File: config.mk
export PLATFORM = sky130hd
export DESIGN_NAME = line_buffer_status_irq
export DESIGN_NICKNAME = d
export VERILOG_FILES = /design/src/design/line_buffer_pkg.sv /design/src/design/line_buffer_cond.sv /design/src/design/line_buffer_status_irq.sv
export SDC_FILE = /design/constraint.sdc
export NUM_CORES = 1
export LEC_CHECK = 0
export ABC_AREA = 1
export BUFFER_PORTS_ARGS = -buffer_cell sky130_fd_sc_hd__clkbuf_2
export CORE_UTILIZATION = 36
export CTS_CLUSTER_DIAMETER = 80
export CTS_CLUSTER_SIZE = 12
export DETAILED_ROUTE_END_ITERATION = 10
export PLACE_DENSITY = 0.76
export SYNTH_ARGS = -nofsm -noshare
export SYNTH_HDL_FRONTEND = slang
export SYNTH_SLANG_ARGS = --single-unit
File: constraint.sdc
create_clock -name pclk -period 1.32 [get_ports pclk]
set_clock_uncertainty 0.05 [all_clocks]
set_input_delay 0.198 -clock pclk [delete_from_list [all_inputs] [get_ports pclk]]
set_output_delay 0.198 -clock pclk [all_outputs]
set_load 0.05 [all_outputs]
File: src/design/line_buffer_pkg.sv
/*
  constants for the line buffer status and interrupt block: register indices,
  field positions, reset values and the empty thresholds.
  assumes a 32-bit apb bus where each register index maps to byte address index*4.
*/
package line_buffer_pkg;
  localparam int unsigned ADDR_W            = 16;
  localparam int unsigned DATA_W            = 32;
  localparam int unsigned REG_W             = 16;
  localparam int unsigned LEVEL_W           = 16;
  localparam int unsigned COND_N            = 3;
  // register indices, byte address is four times the index
  localparam logic [ADDR_W-1:0] IDX_CODEC_CONTROL = 16'h0980;
  localparam logic [ADDR_W-1:0] IDX_RESERVED_GAP  = 16'h09bc;
  localparam logic [ADDR_W-1:0] IDX_MASKED_FLAGS  = 16'h09c0;
  localparam logic [ADDR_W-1:0] IDX_RAW_FLAGS     = 16'h09c2;
  localparam logic [ADDR_W-1:0] IDX_LIVE_STATUS   = 16'h09c4;
  localparam logic [ADDR_W-1:0] IDX_IRQ_ENABLES   = 16'h09c6;
  localparam int unsigned       BYTE_SHIFT        = 2;
  // condition bit positions, shared by all flag registers
  localparam int unsigned BIT_EMPTY         = 0;
  localparam int unsigned BIT_HALF          = 1;
  localparam int unsigned BIT_FULL          = 2;
  // codec operating mode field
  localparam int unsigned MODE_LSB          = 1;
  localparam int unsigned MODE_MSB          = 3;
  localparam logic [MODE_MSB-MODE_LSB:0] MODE_OFF = 3'h0;
  // reset values
  localparam logic [COND_N-1:0] LIVE_RESET  = 3'h1;
  localparam logic [3:0]        LIVE_TOP_ONES = 4'hf;
  localparam logic [REG_W-1:0]  LIVE_RESET_WORD = 16'hf001;
  localparam logic [COND_N-1:0] FLAGS_RESET = 3'h0;
  localparam logic [MODE_MSB-MODE_LSB:0] MODE_RESET = 3'h0;
  // empty thresholds in bytes
  localparam logic [LEVEL_W-1:0] EMPTY_LIMIT_422 = 16'h0010;
  localparam logic [LEVEL_W-1:0] EMPTY_LIMIT_420 = 16'h0008;
endpackage

File: src/design/line_buffer_cond.sv
/*
  condition detector: turns the buffer fill level and the datapath's full and
  half-full indications into the three live conditions.
  assumes all inputs come from logic on pclk, so they are used unsynchronised.
*/
`timescale 1ns/1ns
module line_buffer_cond
(
  input  wire logic                                 buf_full,
  input  wire logic                                 buf_half,
  input  wire logic [line_buffer_pkg::LEVEL_W-1:0]  buf_level,
  input  wire logic                                 fmt_420,
  output logic      [line_buffer_pkg::COND_N-1:0]   cond
);
  import line_buffer_pkg::*;

  // empty threshold depends on the sample format
  always_comb begin
    cond            = '0;
    cond[BIT_FULL]  = buf_full;
    cond[BIT_HALF]  = buf_half;
    cond[BIT_EMPTY] = fmt_420 ? (buf_level <= EMPTY_LIMIT_420)
                              : (buf_level <= EMPTY_LIMIT_422);
  end
endmodule

File: src/design/line_buffer_status_irq.sv
/*
  line buffer status and interrupt block with an apb slave register file.
  assumes the buffer datapath runs on pclk and drives level, full, half and format.
*/
// Operation
// - full flag bit 2, gated by enable
// - half-full flag bit 1, gated by enable
// - empty means at most 16/8 bytes
// - empty flag bit 0, gated by enable
// - flags valid only with nonzero codec mode
// - write one clears full once not full
// - write one clears half once not half
// - write one clears empty once not empty
// - raw latched flags ignore the enables
// - raw flags clear only via masked write
// - live status bits independent of enables
// - live status reads f001 after reset
// - enable bits 2..0, one enables
`timescale 1ns/1ns
module line_buffer_status_irq
(
  input  wire logic                                 pclk,
  input  wire logic                                 presetn,
  input  wire logic                                 psel,
  input  wire logic                                 penable,
  input  wire logic                                 pwrite,
  input  wire logic [line_buffer_pkg::ADDR_W-1:0]   paddr,
  input  wire logic [line_buffer_pkg::DATA_W-1:0]   pwdata,
  input  wire logic [3:0]                           pstrb,
  output logic      [line_buffer_pkg::DATA_W-1:0]   prdata,
  output logic                                      pready,
  output logic                                      pslverr,
  input  wire logic                                 buf_full,
  input  wire logic                                 buf_half,
  input  wire logic [line_buffer_pkg::LEVEL_W-1:0]  buf_level,
  input  wire logic                                 fmt_420,
  output logic                                      irq
);
  import line_buffer_pkg::*;

  logic [COND_N-1:0]           cond;
  logic [COND_N-1:0]           live_q;
  logic [COND_N-1:0]           raw_q;
  logic [COND_N-1:0]           raw_d;
  logic [COND_N-1:0]           en_q;
  logic [MODE_MSB-MODE_LSB:0]  mode_q;
  logic [DATA_W-1:0]           prdata_q;
  logic [DATA_W-1:0]           rdata_d;
  logic                        pready_q;
  logic                        pslverr_q;
  logic                        irq_q;
  logic                        mapped;
  logic                        access;
  logic                        wr_fire;
  logic                        wr_lo;
  logic [ADDR_W-1:0]           idx;
  logic [COND_N-1:0]           clr_req;
  logic                        mode_on;

  line_buffer_cond u_cond (
    .buf_full  (buf_full),
    .buf_half  (buf_half),
    .buf_level (buf_level),
    .fmt_420   (fmt_420),
    .cond      (cond)
  );

  // address decode: byte address carries the register index shifted by two
  assign idx     = {{BYTE_SHIFT{1'b0}}, paddr[ADDR_W-1:BYTE_SHIFT]};
  assign access  = psel & penable;
  assign wr_fire = access & pready_q & pwrite;
  assign wr_lo   = wr_fire & pstrb[0];
  assign mode_on = (mode_q != MODE_OFF);

  always_comb begin
    mapped = 1'b0;
    case (idx)
      IDX_CODEC_CONTROL,
      IDX_RESERVED_GAP,
      IDX_MASKED_FLAGS,
      IDX_RAW_FLAGS,
      IDX_LIVE_STATUS,
      IDX_IRQ_ENABLES: begin
        mapped = paddr[BYTE_SHIFT-1:0] == '0;
      end
      default: begin
        mapped = 1'b0;
      end
    endcase
  end

  // read mux; the reserved gap word reads zero and ignores writes
  always_comb begin
    rdata_d = '0;
    case (idx)
      IDX_CODEC_CONTROL: begin
        rdata_d[MODE_MSB:MODE_LSB] = mode_q;
      end
      IDX_MASKED_FLAGS: begin
        rdata_d[COND_N-1:0] = raw_q & en_q;
      end
      IDX_RAW_FLAGS: begin
        rdata_d[COND_N-1:0] = raw_q;
      end
      IDX_LIVE_STATUS: begin
        rdata_d[REG_W-1:REG_W-4] = LIVE_TOP_ONES;
        rdata_d[COND_N-1:0]      = live_q;
      end
      IDX_IRQ_ENABLES: begin
        rdata_d[COND_N-1:0] = en_q;
      end
      default: begin
        rdata_d = '0;
      end
    endcase
  end

  // apb answer: one wait state, pready high in the second access cycle
  always_ff @(posedge pclk or negedge presetn) begin
    if (!presetn) begin
      pready_q  <= 1'b0;
      pslverr_q <= 1'b0;
      prdata_q  <= '0;
    end else begin
      pready_q  <= access & ~pready_q;
      pslverr_q <= access & ~pready_q & ~mapped;
      if (access & ~pready_q & ~pwrite & mapped) begin
        prdata_q <= rdata_d;
      end else if (access & ~pready_q) begin
        prdata_q <= '0;
      end
    end
  end

  // codec mode field, written only through the control register
  always_ff @(posedge pclk or negedge presetn) begin
    if (!presetn) begin
      mode_q <= MODE_RESET;
    end else if (wr_lo && mapped && idx == IDX_CODEC_CONTROL) begin
      mode_q <= pwdata[MODE_MSB:MODE_LSB];
    end
  end

  // interrupt enables; a write to the gap word is decoded but dropped
  always_ff @(posedge pclk or negedge presetn) begin
    if (!presetn) begin
      en_q <= FLAGS_RESET;
    end else if (wr_lo && mapped && idx == IDX_IRQ_ENABLES) begin
      en_q <= pwdata[COND_N-1:0];
    end
  end

  // live conditions, registered so the read sees a stable copy
  always_ff @(posedge pclk or negedge presetn) begin
    if (!presetn) begin
      live_q <= LIVE_RESET;
    end else begin
      live_q <= cond;
    end
  end

  // clear requests accepted only where the condition has gone away
  always_comb begin
    clr_req = '0;
    if (wr_lo && mapped && idx == IDX_MASKED_FLAGS) begin
      clr_req[BIT_FULL]  = pwdata[BIT_FULL] & ~cond[BIT_FULL];
      clr_req[BIT_HALF]  = pwdata[BIT_HALF] & ~cond[BIT_HALF];
      clr_req[BIT_EMPTY] = pwdata[BIT_EMPTY] & ~cond[BIT_EMPTY];
    end
  end

  // latched flags: set while condition holds in a valid mode, set beats clear
  always_comb begin
    raw_d = (raw_q & ~clr_req) | (cond & {COND_N{mode_on}});
  end

  always_ff @(posedge pclk or negedge presetn) begin
    if (!presetn) begin
      raw_q <= FLAGS_RESET;
    end else begin
      raw_q <= raw_d;
    end
  end

  // one level interrupt from the enabled latched flags
  always_ff @(posedge pclk or negedge presetn) begin
    if (!presetn) begin
      irq_q <= 1'b0;
    end else begin
      irq_q <= |(raw_d & en_q);
    end
  end

  assign prdata  = prdata_q;
  assign pready  = pready_q;
  assign pslverr = pslverr_q;
  assign irq     = irq_q;
endmodule

==> results of run 1 <==
==> state kept, by name, indices dropped and copies added (netlist names) <==
register / cells
pslverr: 1
mode_q: 3
irq: 1
pready: 1
en_q: 3
prdata: 5
live_q: 3
raw_q: 3
==> through the flow <==
| step | cells | util, % | cell area, sq um | total power, mW |
|---|---|---|---|---|
| global placement | 305 | 47.4 | 1790 | 0.969 |
| finish | 315 | 52.5 | 1980 | 1.44 |
| CTS | 311 | 49.6 | 1870 | 1.43 |
| global route | 315 | 52.5 | 1980 | 1.51 |
| detailed placement | 305 | 47.4 | 1790 | 0.972 |
| floorplan | 218 | - | 1570 | 0.920 |
==> cell type report <==
| class | instances | area share, % |
|---|---|---|
| well taps | 48 | 3.03 |
| multi-input cells | 141 | 40.8 |
| flip-flops and latches | 20 | 25.4 |
| clock buffers | 4 | 2.78 |
| repair buffers | 72 | 21.9 |
| inverters | 30 | 6.06 |
==> logic make-up after synthesis <==
family	synth area share [%]
AND/OR/NAND/NOR	34.5
buffers and inverters	21.5
flip-flops	34.2
other	0.256
AO/OA/AOI/OAI	9.48
==> worst max-delay path: cells and delay by family <==
family,cells,cell delay (ps)
compound gates,2,190
buf+inv,2,140
simple gates,6,930
==> worst max path at each step <==
stage / startpoint / to / slack, ps / depth (start not counted)
floorplan: pready$_DFF_PN0_ / irq$_DFF_PN0_ / -60 / 7
global placement: paddr[6] / mode_q[1]$_DFFE_PN0P_ / -250 / 12
detailed placement: paddr[6] / mode_q[1]$_DFFE_PN0P_ / -290 / 12
CTS: paddr[6] / mode_q[1]$_DFFE_PN0P_ / 5 / 12
global route: paddr[6] / mode_q[1]$_DFFE_PN0P_ / -140 / 10
finish: paddr[7] / mode_q[1]$_DFFE_PN0P_ / -40 / 10
==> layer usage <==
metal / track usage (%) / up-vias / share of wire (%)
met5: 0 / - / 0
li1: - / 708 / -
met3: 3.79 / 4 / 4.7
met1: 19.0 / 628 / 42
met4: 3.80 / 0 / 0.66
met2: 27.6 / 47 / 52
==> cells in the mapped netlist, drive strengths merged <==
master / instances / area share (%)
nor2: 23 / 8.6
conb: 1 / 0.26
o211ai: 1 / 0.51
or2: 3 / 1.3
o21ai: 14 / 5.0
o31ai: 2 / 1.4
buf: 27 / 14
dfrtp: 19 / 32
nand2: 47 / 13
o21bai: 1 / 0.51
nand4: 4 / 2.1
o21a: 1 / 0.51
nand3: 10 / 4.6
a21oi: 3 / 1.0
nor3: 4 / 2.1
nor4: 3 / 2.3
dfstp: 1 / 1.8
a211oi: 1 / 0.51
inv: 30 / 7.7
==> power groups by stage <==
stage	sequential, mW	clock, mW	combinational, mW
after floorplan	0.648	0	0.272
after global placement	0.635	0	0.334
after global routing	0.625	0.494	0.390
after detailed placement	0.635	0	0.337
final	0.625	0.454	0.363
after CTS	0.624	0.465	0.344
==> timing repair <==
item                                   CTS  global route
setup buffers                            1             4
setup endpoints to repair                3            14
endpoints found under the hold margin   19             0
hold buffers                             1             0
resized for setup                        3            24
pin swaps                                0             8
==> summary.md, run 1 <==
| Metric | Value |
|---|---|
| Outcome | finished with violations |
| Violated checks | setup timing |
| Synthesized area | 1470 sq um |
| TritonCTS clock tree | done |
| Hold Path Stages | 1 |
| Area of the multi-input gates | 808 sq um |
| Cell Pwr Density | 728 nW/um^2 |
| Vert. Die Dim | 65.8 microns |
| Fin. max-slew vios | 0 |
| Net Sw Frac | 31.9% |
| Drt wl/cell | 10.1 microns |
| Clock Latency Late Sink | 250 ps |
| Fmax | 736 MHz |
| Unrepaired setup endpoints after global routing | yes |
| Ant diodes | 0 |
| Core area | 3770 sq um |
| Synth warn | 0 |
| Maxcap violations | 0 |
| First-pass DRT Iterations | 4 |
| Nets@finish | 344 |
| CP peak stage delay | 260 ps |
| Buffers on Ports | 55 |
| Grt ovf | 0 |
| Post-Syn Instances | 195 |
| CP startpoint kind | input port |
| Hold path start | buf_half |
| Tightest hold margin | 20.4 ps |
| Initial antenna violation count | 0 |
| Max IR drop VDD | 0.518 mV |
| Clock power frac | 31.5% |
| H-tree levels | 1 |
| Fillers | 345 |
| Setup violations, final | 3 |
| Gate power share | 25.2% |
| Via density | 4.40 |
| Worst Path Arrival | 1460 ps |
| DRT iter0 DRCs | 48 |
| CTS root buf | clkbuf_8 |
| Worst r2r src | pready$_DFF_PN0_ |
| WL final | 3.18 mm |
| Seq cells post-synth | 20 |
| Most frequent cells in the layout | clkbuf_2 (51), nand2_1 (39), conb_1 (24), inv_1 (19), dfrtp_1 (18) |
| Max FO, Critical Path | 6 |
| Synth cell types | 32 |
| Clock tree sinks | 20 |
| Maximum number of pins on one net before global-route repair | 21 |
| Leading cell type in the layout, fill and taps excluded | clkbuf_2 |
| Flop2flop setup slack | 20 ps |
| Vias in the first global route | 1294 |
| Leak Pwr | 1.07 nW |
| Sequential area share after synthesis | 34.2% |
| Internal | 982 uW |
| Placer Congestion | 0.902 |
| Die Span X | 65.8 microns |
| Worst slack, placed | -290 ps |
| Clk slew on worst S/H paths | 70 ps |
| Setup TNS | -76.4 ps |
| Avg Cell Area, Syn | 7.51 sq um |
| Overall Global Routing Usage | 15.7% |
| Post-DP HPWL | 2.49 mm |
| Routed Antenna Nets | 0 |
| Area growth syn-to-layout | 35.2% |
| Worst Setup End Kind | flip-flop |
| First-pass GRT wire length | 5.25 mm |
| Switch Pwr | 459 uW |
| Final Hold Fails | 0 |
| Post-route minimum period | 1360 ps |
| Drt drc | 0 |
| # rows | 22 |
| Layout cells sized above 1 | 46.1% |
| Hold Path Class | in2reg |
| Ports | 111 |
| Num CTS Buffers | 3 |
| Clock Tree Buf Depth | 2 |
| Register Area | 503 sq um |
| Worst setup path class | in2reg |
| Worst path slowest cell | nor4_4 |
| Worst Setup Slack, final | -39.6 ps |
| Cells along the critical path | buf_8 -> inv_4 -> nand4_1 -> nor2_2 -> o21ai_2 -> nand3_2 -> nand2_4 -> nor4_4 -> nand2_1 -> o21a_1 |
| CP required | 1420 ps |
| Reg-to-Reg End | irq$_DFF_PN0_ |
| FF-to-FF path depth | 7 |
| Die area | 4330 sq um |
| Vias | 1387 |
| Starting density of the core | 38.9% |
| Sequential power share | 43.3% |
| Final Cycle Share | 103% |
| Hold EP | live_q[1]$_DFF_PN0_ |
No activity file was read; power rests on OpenSTA's default activity.
==> inputs of run 2 (changes only) <==
SKIP_LAST_GASP = 1   (was default)
==> summary.md, run 2 (synthesis results as in run 1) <==
| Metric | Value |
|---|---|
| First-pass GRT wire length | 5.25 mm (unchanged) |
| Hold Path Class | in2reg |
| Buffers on Ports | 55 (unchanged) |
| Met3 WL post-DR | 168 microns (+14%) |
| Unrepaired setup endpoints after global routing | yes |
| Post-DP HPWL | 2.49 mm (unchanged) |
| Setup violations, final | 3 (unchanged) |
| Core area | 3770 sq um (unchanged) |
| Overall Global Routing Usage | 15.7% (unchanged) |
| Final Hold Fails | 0 (unchanged) |
| Cells along the critical path | buf_6 -> inv_4 -> nand2_4 -> nor2_4 -> nand2_2 -> nor2_4 -> nor2_2 -> nand3_2 -> nand2_4 -> nor4_4 -> nand2_1 -> o21a_1 |
| Clock Tree Buf Depth | 2 (unchanged) |
| Die area | 4330 sq um (unchanged) |
| Fin. max-slew vios | 0 (unchanged) |
| Grt ovf | 0 (unchanged) |
| Finished layout cell area | 2010 sq um (+1.3%) |
| Ant diodes | 0 (unchanged) |
| Vias in the first global route | 1294 (unchanged) |
| Tightest hold margin | 20.1 ps (-0.316 ps) |
| Vias | 1385 (-0.14%) |
| Drt drc | 0 (unchanged) |
| Area growth syn-to-layout | 37.0% |
| Leading cell type in the layout, fill and taps excluded | clkbuf_2 |
| Worst Setup Slack, final | -98.2 ps (-58.7 ps) |
| Max FO, Critical Path | 6 (unchanged) |
| Cell Pwr Density | 724 nW/um^2 (-0.53%) |
| Wl on met1 | 1.35 mm (+0.15%) |
| Clock Latency Late Sink | 250 ps (about the same) |
| Number of flip-flops in the largest register | 5 (unchanged) |
| Most frequent cells in the layout | clkbuf_2 (49), nand2_1 (41), conb_1 (24), inv_1 (19), dfrtp_1 (18) |
| Clk slew on worst S/H paths | 70 ps (about the same) |
| Leak Pwr | 1.08 nW (+0.75%) |
| Final Cycle Share | 107% (+4.4 points) |
| Violated checks | setup timing |
| Vert. Die Dim | 65.8 microns (unchanged) |
| CP startpoint kind | input port |
| Placer Congestion | 0.902 (unchanged) |
| Final Util | 53.2% (+0.70 points) |
| Num CTS Buffers | 3 (unchanged) |
| Worst Setup End Kind | flip-flop |
| Highest metal used | met4 |
| First-pass DRT Iterations | 4 (unchanged) |
| Placed inst area | 1790 sq um (unchanged) |
| DRT iter0 DRCs | 70 (+46%) |
| Non-Filler Instances | 314 (-0.32%) |
| Outcome | finished with violations |
| Worst path slowest cell | nor4_4 |
| Routed Antenna Nets | 0 (unchanged) |
| H-tree levels | 1 (unchanged) |
| Starting density of the core | 38.9% (unchanged) |
| Post-Place Cells | 305 (unchanged) |
| CP required | 1420 ps (about the same) |
| Post-route minimum period | 1420 ps (+58.7 ps) |
| Worst slack, placed | -290 ps (unchanged) |
| CP peak stage delay | 330 ps (+70 ps) |
| Ports | 111 (unchanged) |
| # rows | 22 (unchanged) |
| Die Span X | 65.8 microns (unchanged) |
| Nets@finish | 343 (-0.29%) |
| Fmax | 705 MHz (-4.1%) |
| Layout cells sized above 1 | 45.1% (-0.95 points) |
| WL final | 3.23 mm (+1.4%) |
| Clock tree sinks | 20 (unchanged) |
| Worst Path Arrival | 1520 ps (+60 ps) |
| Initial antenna violation count | 0 (unchanged) |
| Length of routed met2 wiring | 1.67 mm (+0.42%) |
| TritonCTS clock tree | done |
| Drt wl/cell | 10.3 microns (+1.7%) |
| Maxcap violations | 0 (unchanged) |
| CTS root buf | clkbuf_8 |
| Maximum number of pins on one net before global-route repair | 21 (unchanged) |
| Fillers | 346 (+0.29%) |
| Via density | 4.41 (+0.17%) |
| Worst setup path class | in2reg |
| Max IR drop VDD | 0.518 mV (about the same) |
-- run 2: layout make-up --
type / instances / area, sq um / share of cell area [%]
repair buffers: 71 / 435 / 21.7
multi-input cells: 141 / 828 / 41.3
clock buffers: 4 / 55.1 / 2.74
inverters: 30 / 125 / 6.23
flip-flops and latches: 20 / 503 / 25.1
well taps: 48 / 60.1 / 2.99
-- run 2: timing repair --
item | in CTS | in global routing
setup buffers | 1 | 3
pin swaps | 0 | 21
endpoints found under the setup margin | 3 | 15
hold buffers | 1 | 0
gates resized for setup | 1 | 31
cloned | 0 | 0
hold endpoints to repair | 19 | 0
-- run 2: metrics by stage --
| step | setup TNS [ps] | total power [mW] |
|---|---|---|
| 3_3_place_gp | -2610 | 0.969 |
| 6_report | -187 | 1.45 |
| 5_1_grt | -1420 | 1.52 |
| 3_5_place_dp | -3220 | 0.972 |
| 2_1_floorplan | -122 | 0.920 |
| 4_1_cts | -9.93 | 1.43 |
-- run 2: routing by layer --
layer / track usage [%] / up-vias
met5: 0 / -
met4: 3.80 / 0
met3: 3.79 / 6
met2: 27.6 / 46
met1: 19.0 / 623
li1: - / 710
-- run 2: worst paths after layout --
path                                  startpoint                    end  slack (ps)  depth (start not counted)
setup / recovery                        paddr[2]  mode_q[1]$_DFFE_PN0P_        -100                         12
hold / removal                          buf_half    live_q[1]$_DFF_PN0_          20                          1
setup reg to reg                pready$_DFF_PN0_          irq$_DFF_PN0_          10                          7
hold reg to reg            prdata[3]$_DFFE_PN0P_  prdata[3]$_DFFE_PN0P_         450                          2
max in group asynchronous                presetn    live_q[0]$_DFF_PN1_         490                          2
min in group asynchronous                presetn  prdata[2]$_DFFE_PN0P_         380                          2
-- run 2: critical path, delay by kind of cell --
kind / cells / cell delay, ps
AO/OA/AOI/OAI: 1 / 100
AND/OR/NAND/NOR: 9 / 1080
buffers and inverters: 2 / 140
-- run 2: power breakdown --
group	leakage (nW)	switching (mW)	internal, mW
Clock	0.0288	0.190	0.265
Combinational	0.808	0.271	0.102
Sequential	0.242	0.00449	0.620
Total	1.08	0.466	0.987
